--- src/hdl/ptpb_pkg.sv ---
// Package of constants and carrier types for the pixel thread payload builder.
package ptpb_pkg;

    // ------------------------------------------------------------------
    // Payload geometry
    // ------------------------------------------------------------------
    localparam int unsigned DW_W        = 32;
    localparam int unsigned REG_DW      = 8;     // Dwords in one payload register.
    localparam int unsigned REG_W       = DW_W * REG_DW;
    localparam int unsigned RIDX_W      = 7;     // Payload register index width.
    localparam int unsigned LEN_W       = 6;     // Read lengths in 8-dword registers.
    localparam int unsigned HDR_REGS    = 2;     // R0 and R1 are always sent.
    localparam logic [3:0]  SCRATCH_MAX = 4'hB;  // Highest legal scratch size code.
    localparam int unsigned CNT_W       = 64;

    // Dword slots inside the header registers.
    localparam int unsigned R0_SCRATCH  = 5;
    localparam int unsigned R0_MASK0    = 2;
    localparam int unsigned R0_BLOCK_Y  = 1;
    localparam int unsigned R0_BLOCK_X  = 0;
    localparam int unsigned R1_MASK1    = 2;
    localparam int unsigned R1_START_Y  = 1;
    localparam int unsigned R1_START_X  = 0;

    // Dword slots inside one coefficient register.
    localparam int unsigned CF_X0 = 0;
    localparam int unsigned CF_Y0 = 1;
    localparam int unsigned CF_O0 = 3;
    localparam int unsigned CF_X1 = 4;
    localparam int unsigned CF_Y1 = 5;
    localparam int unsigned CF_O1 = 7;

    // Return buffer entry selectors.
    localparam logic ENT_CONST = 1'b0;
    localparam logic ENT_SETUP = 1'b1;

    // ------------------------------------------------------------------
    // Carrier types
    // ------------------------------------------------------------------
    typedef struct packed {
        logic [3:0]      scratch_code;
        logic            dispatch64;
        logic [31:0]     mask0;
        logic [31:0]     mask1;
        logic [31:0]     block_x;
        logic [31:0]     block_y;
        logic [31:0]     start_x;
        logic [31:0]     start_y;
        logic [15:0]     setup_handle;
    } ptpb_obj_t;

    typedef struct packed {
        logic [RIDX_W-1:0] data_start;
        logic [LEN_W-1:0]  const_off;
        logic [LEN_W-1:0]  const_len;
        logic [LEN_W-1:0]  setup_off;
        logic [LEN_W-1:0]  setup_len;
        logic              stats_en;
        logic              early_depth_en;
    } ptpb_cfg_t;

    typedef struct packed {
        logic              entry;
        logic [15:0]       handle;
        logic [LEN_W-1:0]  offset;
    } ptpb_rd_req_t;

    typedef struct packed {
        logic [RIDX_W-1:0] index;
        logic [REG_W-1:0]  data;
        logic              last;
    } ptpb_wr_t;

    typedef enum logic [2:0] {
        PT_IDLE  = 3'b000,
        PT_HDR   = 3'b001,
        PT_PAD   = 3'b011,
        PT_CONST = 3'b010,
        PT_SETUP = 3'b110,
        PT_DONE  = 3'b111
    } ptpb_state_t;

endpackage

--- src/hdl/ptpb_builder.sv ---
// Pixel thread payload builder for contiguous 32 and 64 pixel dispatch.
// ----------------------------------------------------------------------
// Summary of operation
// - Header carries 4-bit scratch size code, 0..11.
// - Scratch code forwarded unchanged, never interpreted.
// - 32-pixel mode: mask word 0 lit bits.
// - 64-pixel: mask0 lower half, mask1 upper half.
// - Mask bits map to 8x4 area by quads.
// - Block upper-left X, Y as unsigned words.
// - Start vertex X, Y as float words.
// - Gap before buffer data is reserved padding.
// - Buffer data starts at programmed register index, but not before R2.
// - Constant data read at offset, length, after header.
// - Setup coefficients from handle's entry, at end.
// - Coefficient register holds two attributes, X Y - O.
// - Count unmasked pixels dispatched when statistics enabled.
// - Early depth discards are still counted.
// ----------------------------------------------------------------------
module ptpb_builder
    import ptpb_pkg::*;
(
    input  wire logic         clk,
    input  wire logic         rstn,
    input  wire ptpb_obj_t    obj,
    input  wire logic         obj_valid,
    output logic              obj_ready,
    input  wire ptpb_cfg_t    cfg,
    output ptpb_rd_req_t      rd_req,
    output logic              rd_req_valid,
    input  wire logic         rd_req_ready,
    input  wire logic [REG_W-1:0] rd_data,
    input  wire logic         rd_data_valid,
    output ptpb_wr_t          wr,
    output logic              wr_valid,
    input  wire logic         wr_ready,
    output logic              dispatch,
    output logic [CNT_W-1:0]  shader_invocation_counter
);

    // ------------------------------------------------------------------
    // State record
    // ------------------------------------------------------------------
    typedef struct packed {
        ptpb_state_t       st;
        ptpb_obj_t         obj;
        ptpb_cfg_t         cfg;
        logic [RIDX_W-1:0] idx;       // Next register index to write.
        logic [LEN_W-1:0]  cnt;       // Registers left in current section.
        logic              req_out;   // Read request outstanding.
        logic              obj_ready;
        ptpb_rd_req_t      rd_req;
        logic              rd_req_valid;
        logic              dispatch;
        logic [CNT_W-1:0]  inv_cnt;
        ptpb_wr_t          b0;        // Two-entry output buffer, head.
        logic              b0_v;
        ptpb_wr_t          b1;
        logic              b1_v;
        ptpb_wr_t          wr;
        logic              wr_valid;
    } ptpb_regs_t;

    ptpb_regs_t r_r;
    ptpb_regs_t r_nxt;

    // Pixel count of the dispatch, from the masks only.
    function automatic logic [6:0] ptpb_popcount(input logic [63:0] v);
        logic [6:0] s;
        s = 7'h00;
        for (int i = 0; i < 64; i++) begin
            s = s + {6'h00, v[i]};
        end
        return s;
    endfunction

    // ------------------------------------------------------------------
    // Next state
    // ------------------------------------------------------------------
    always_comb begin
        logic              push;
        ptpb_wr_t          pw;
        logic [REG_W-1:0]  hdr;
        logic [63:0]       lit;
        logic              room;
        logic              pop;
        r_nxt = r_r;
        push  = 1'b0;
        pw    = '0;
        hdr   = '0;
        lit   = '0;
        r_nxt.dispatch = 1'b0;
        // The buffer pops whenever the receiver accepts the output word.
        pop  = r_r.wr_valid && wr_ready;
        room = !r_r.b1_v;  // Producer stalls while the second slot is full.
        if (r_r.rd_req_valid && rd_req_ready) begin
            r_nxt.rd_req_valid = 1'b0;
        end

        unique case (r_r.st)
            PT_IDLE: begin
                r_nxt.obj_ready = 1'b1;
                if (obj_valid && r_r.obj_ready) begin
                    r_nxt.obj       = obj;
                    r_nxt.cfg       = cfg;
                    r_nxt.idx       = '0;
                    r_nxt.obj_ready = 1'b0;
                    r_nxt.st        = PT_HDR;
                end
            end
            PT_HDR: begin
                if (room) begin
                    if (r_r.idx == '0) begin
                        // Scratch code is passed through verbatim.
                        hdr[R0_SCRATCH*DW_W +: 4] = r_r.obj.scratch_code;
                        hdr[R0_MASK0*DW_W +: DW_W]   = r_r.obj.mask0;
                        hdr[R0_BLOCK_Y*DW_W +: DW_W] = r_r.obj.block_y;
                        hdr[R0_BLOCK_X*DW_W +: DW_W] = r_r.obj.block_x;
                    end else begin
                        // Second mask is reserved zero in 32-pixel mode.
                        hdr[R1_MASK1*DW_W +: DW_W] = r_r.obj.dispatch64 ? r_r.obj.mask1 : '0;
                        hdr[R1_START_Y*DW_W +: DW_W] = r_r.obj.start_y;
                        hdr[R1_START_X*DW_W +: DW_W] = r_r.obj.start_x;
                    end
                    push     = 1'b1;
                    pw.index = r_r.idx;
                    pw.data  = hdr;
                    r_nxt.idx = r_r.idx + 7'h01;
                    if (r_r.idx == 7'(HDR_REGS - 1)) begin
                        r_nxt.st = PT_PAD;
                    end
                end
            end
            PT_PAD: begin
                // Zero registers fill up to the programmed start.
                if (r_r.idx < r_r.cfg.data_start) begin
                    if (room) begin
                        push      = 1'b1;
                        pw.index  = r_r.idx;
                        r_nxt.idx = r_r.idx + 7'h01;
                    end
                end else begin
                    r_nxt.st  = PT_CONST;
                    r_nxt.cnt = r_r.cfg.const_len;
                end
            end
            PT_CONST, PT_SETUP: begin
                if (r_r.cnt == '0) begin
                    if (r_r.st == PT_CONST) begin
                        r_nxt.st  = PT_SETUP;
                        r_nxt.cnt = r_r.cfg.setup_len;
                    end else begin
                        r_nxt.st = PT_DONE;
                    end
                end else if (!r_r.req_out && room) begin
                    // One register is fetched at a time, so writes stay ordered.
                    r_nxt.req_out      = 1'b1;
                    r_nxt.rd_req_valid = 1'b1;
                    if (r_r.st == PT_CONST) begin
                        r_nxt.rd_req.entry  = ENT_CONST;
                        r_nxt.rd_req.handle = '0;
                        r_nxt.rd_req.offset = r_r.cfg.const_off + (r_r.cfg.const_len - r_r.cnt);
                    end else begin
                        r_nxt.rd_req.entry  = ENT_SETUP;
                        r_nxt.rd_req.handle = r_r.obj.setup_handle;
                        r_nxt.rd_req.offset = r_r.cfg.setup_off + (r_r.cfg.setup_len - r_r.cnt);
                    end
                end else if (r_r.req_out && rd_data_valid && !r_r.rd_req_valid) begin
                    // Coefficient layout is carried as read.
                    push          = 1'b1;
                    pw.index      = r_r.idx;
                    pw.data       = rd_data;
                    r_nxt.req_out = 1'b0;
                    r_nxt.idx     = r_r.idx + 7'h01;
                    r_nxt.cnt     = r_r.cnt - 6'h01;
                end
            end
            PT_DONE: begin
                // Dispatch only after the last register has drained.
                if (!r_r.b0_v && !r_r.b1_v && !r_r.wr_valid) begin
                    r_nxt.dispatch = 1'b1;
                    lit = {r_r.obj.dispatch64 ? r_r.obj.mask1 : 32'h0000_0000, r_r.obj.mask0};
                    // Early depth discards happen later, so they are counted.
                    if (r_r.cfg.stats_en) begin
                        r_nxt.inv_cnt = r_r.inv_cnt + {57'h0, ptpb_popcount(lit)};
                    end
                    r_nxt.st = PT_IDLE;
                end
            end
            default: r_nxt.st = PT_IDLE;
        endcase

        // Two-entry buffer: the output register is fed from the head slot.
        if (pop || !r_r.wr_valid) begin
            r_nxt.wr_valid = r_r.b0_v;
            r_nxt.wr       = r_r.b0;
            r_nxt.b0       = r_r.b1;
            r_nxt.b0_v     = r_r.b1_v;
            r_nxt.b1_v     = 1'b0;
            if (push) begin
                if (r_r.b1_v) begin
                    r_nxt.b1   = pw;
                    r_nxt.b1_v = 1'b1;
                end else begin
                    r_nxt.b0   = r_r.b0_v ? r_r.b0 : pw;
                    r_nxt.b0_v = 1'b1;
                    if (r_r.b0_v) begin
                        r_nxt.b0   = pw;
                    end
                end
            end
        end else if (push) begin
            if (r_r.b0_v) begin
                r_nxt.b1   = pw;
                r_nxt.b1_v = 1'b1;
            end else begin
                r_nxt.b0   = pw;
                r_nxt.b0_v = 1'b1;
            end
        end
    end

    // ------------------------------------------------------------------
    // State register
    // ------------------------------------------------------------------
    always_ff @(posedge clk or negedge rstn) begin
        if (!rstn) begin
            r_r <= '0;
        end else begin
            r_r <= r_nxt;
        end
    end

    // ------------------------------------------------------------------
    // Outputs straight from flip-flops
    // ------------------------------------------------------------------
    assign obj_ready                 = r_r.obj_ready;
    assign rd_req                    = r_r.rd_req;
    assign rd_req_valid              = r_r.rd_req_valid;
    assign wr                        = r_r.wr;
    assign wr_valid                  = r_r.wr_valid;
    assign dispatch                  = r_r.dispatch;
    assign shader_invocation_counter = r_r.inv_cnt;

endmodule

--- config.mk ---
export PLATFORM = sky130hd
export DESIGN_NAME = ptpb_builder
export DESIGN_NICKNAME = d
export VERILOG_FILES = /design/src/hdl/ptpb_pkg.sv /design/src/hdl/ptpb_builder.sv
export SDC_FILE = /design/constraint.sdc
export NUM_CORES = 2
export LEC_CHECK = 0
export ABC_AREA = 1
export BUFFER_PORTS_ARGS = -buffer_cell sky130_fd_sc_hd__buf_2
export CAP_MARGIN = 20
export CELL_PAD_IN_SITES_DETAIL_PLACEMENT = 1
export CELL_PAD_IN_SITES_GLOBAL_PLACEMENT = 1
export CORE_MARGIN = 1.5
export CORE_UTILIZATION = 40
export DETAILED_ROUTE_END_ITERATION = 16
export GPL_ROUTABILITY_DRIVEN = 0
export PLACE_DENSITY_LB_ADDON = 0.1
export SETUP_SLACK_MARGIN = 0.3
export SYNTH_ARGS = -nofsm -noshare
export SYNTH_HDL_FRONTEND = slang
export SYNTH_SLANG_ARGS = --single-unit
--- constraint.sdc ---
create_clock -name clk -period 7.8 [get_ports clk]
set_input_delay 0.78 -clock clk [delete_from_list [all_inputs] [get_ports clk]]
set_output_delay 0.78 -clock clk [all_outputs]
set_load 0.01 [all_outputs]
==> results.json <==
{
  "status": "complete, but fails checks",
  "violations": "hold timing",
  "rsz0062_at_grt": "no",
  "power.density_mw_per_mm2": 506,
  "fmax_mhz": 142,
  "cts_tree": "built",
  "io_buffers": 861,
  "crit_fanout": 36,
  "syn-num-nets": 7915,
  "regArea_mm2": 0.0287,
  "syn_inst": 7291,
  "ant_nets": 0,
  "maxCapViolations": 0,
  "finalWirelength_um": 199000,
  "routedWlPerCell_um": 20.7,
  "fin_crit_sh": 0.904,
  "ys_types": 40,
  "fin_hold_ws_ns": -0.000378,
  "viasPerCell": 5.05,
  "die_w_um": 380,
  "cts_hold_buf": 0,
  "synth_area_leaders": "dfrtp_1 50%, nand2_1 20%, nand3_1 5.3%, buf_4 4.9%, inv_1 4.2%",
  "drt_iter0_markers": 3149,
  "synth_area_leader_cell": "dfrtp_1",
  "grt_pass1_vias": 50900,
  "num_vias": 48600,
  "hold_viol_final": 1,
  "cts_resized": 0,
  "drive_gt1_frac": 0.149,
  "finalWorstPathRequiredPeriod_ns": 7.05,
  "syn2layout_area_growth_pct": 13.3,
  "cts_max_level": 4,
  "required_ns": 8.43,
  "fillers": 17400,
  "utilization": 0.456,
  "fin_cells": 9614,
  "critPathLaunch": "r_r[1140]",
  "cp-endpoint": "shader_invocation_counter[32]",
  "postPlaceCellArea_mm2": 0.0599,
  "grt_max_degree": 232,
  "multi_input_area_mm2": 0.0215,
  "grtUsageTotal": 0.276,
  "hpwl_um": 134000,
  "io_pins": 863,
  "start_util": 0.403,
  "tightestPinTransition_ns": 1.18,
  "crit_type": "reg -> reg",
  "crit_arrival_ns": 7.69,
  "r2r_cells": 24,
  "post-place-cells": 9349,
  "cts_buffer_depth": 3,
  "nets": 8222,
  "r2r_setup_slack_ns": 0.75,
  "cts_buffers": 137,
  "r2r-end": "shader_invocation_counter[32]",
  "clk_pin_slew_ns": 0.06,
  "rows": 138,
  "overflow": 0,
  "fin_area_mm2": 0.0645,
  "ys_seq_area_frac": 0.503,
  "final_cell_mix": "3078 x nand2_1, 1146 x dfrtp_1, 860 x buf_2",
  "antenna_found_initial": 50,
  "mostFrequentLayoutCell": "nand2_1",
  "synth_area_per_cell_um2": 7.81,
  "cp-end-kind": "flop",
  "hp-class": "in -> async",
  "die_h_um": 380,
  "clock_latency_ns": 0.76,
  "finalSetupViolations": 0,
  "fin_setup_tns_ns": 0,
  "reg2reg_from": "r_r[1140]",
  "drcViolationCount": 0,
  "post_cts_buffers": 0,
  "clk_root_buffer_cell": "clkbuf_16",
  "slew_violations": 0,
  "leakage_nw": 34.6,
  "critPathLaunchType": "flop",
  "clock_sinks": 1146,
  "grt_pass1_wl_um": 311000,
  "netlist_area_mm2": 0.0570,
  "slew_headroom": 0.214,
  "netlist.area_leader.share": 0.503,
  "vdd_ir_drop_max_mv": 1.39,
  "finClkSkew_ns": 0.0277,
  "yosys_warnings": 0,
  "dieArea_mm2": 0.145,
  "synth_seq_cells": 1146,
  "core_mm2": 0.141,
  "dr.pass1.iters": 5
}
critical path: stages, from the launching register on:
cell and delay (ns):
dfrtp_1 0.37, buf_12 0.20, nand2_1 0.12, fa_1 0.52, fa_1 0.56, inv_1 0.06
fa_1 0.47, inv_1 0.06, fa_1 0.52, fa_1 0.45, fa_1 0.49, fa_1 0.57
fa_1 0.45, fa_1 0.36, inv_1 0.13, fa_1 0.26, nand3_1 0.09, nand2_1 0.19
nand2_1 0.08, nand2_1 0.16, nand2_1 0.07, nand2_1 0.10, nand4_1 0.22, o21ai_0 0.30
nand2_1 0.08
Yosys cell counts (all sizes together):
master,instances
dfrtp,1146
nand4,39
nand3,599
clkinv,3
nor2,207
o31ai,4
a22o,9
nor3,21
o21ai,558
and3,1
a21o,1
nand2,3086
a21oi,38
o211ai,4
ha,50
o22ai,3
buf,505
nand3b,8
a41oi,1
or2,4
nor4,3
o221ai,3
clkbuf,233
o221a,1
inv,650
xnor2,28
xor2,20
fa,66
worst min-delay path by stage:
stage / cells past startpoint / to / slack (ns)
6_report: 1 / wr[123] / -0.0004
5_1_grt: 1 / wr[124] / 0.06
3_5_place_dp: 2 / r_r[1034] / 0.45
2_1_floorplan: 2 / r_r[1012] / 0.44
3_3_place_gp: 2 / r_r[1060] / 0.45
4_1_cts: 1 / r_r[389] / 0.03
sequential cells by signal, indices dropped and copies added, names as in the netlist:
| register | flops |
|---|---|
| obj_ready | 1 |
| shader_invocation_counter | 64 |
| wr_valid | 1 |
| r_r | 791 |
| rd_req_valid | 1 |
| rd_req | 23 |
| dispatch | 1 |
| wr | 264 |
cell type report:
cell class                      count  area share
Multi-Input combinational cell   4754       0.333
Timing Repair Buffer              906      0.0751
Antenna cell                       25    0.000969
Clock buffer                      205      0.0635
Clock inverter                     35     0.00771
Tap cell                         1890      0.0366
Sequential cell                  1146       0.444
Inverter                          653      0.0385
power by group:
group | switching, W | internal, W
logic | 0.0107 | 0.00584
registers | 0.00135 | 0.00822
clock network | 0.00263 | 0.00396
total | 0.0146 | 0.0180
stage by stage:
stage	total power [W]	hold slack, ns	worst slack (ns)
detailed placement	0.0263	0.453	0.730
floorplan	0.0223	0.437	1.16
global route	0.0354	0.0589	0.335
finish	0.0326	-0.000378	0.746
CTS	0.0331	0.0281	0.716
global placement	0.0258	0.449	0.815
cell families after synthesis:
logic type	Yosys count	synth area share
xor+xnor	48	0.00738
fa+ha+maj	116	0.0342
simple gates	3968	0.279
buf+inv	1391	0.120
flops	1146	0.503
compound gates	622	0.0561
layer usage:
layer	global-route usage	part of all wire
met1	0.372	0.43
met3	0.0554	0.064
met5	0	0.0011
met2	0.437	0.46
met4	0.110	0.041
No activity file was read; power rests on OpenSTA's default activity.
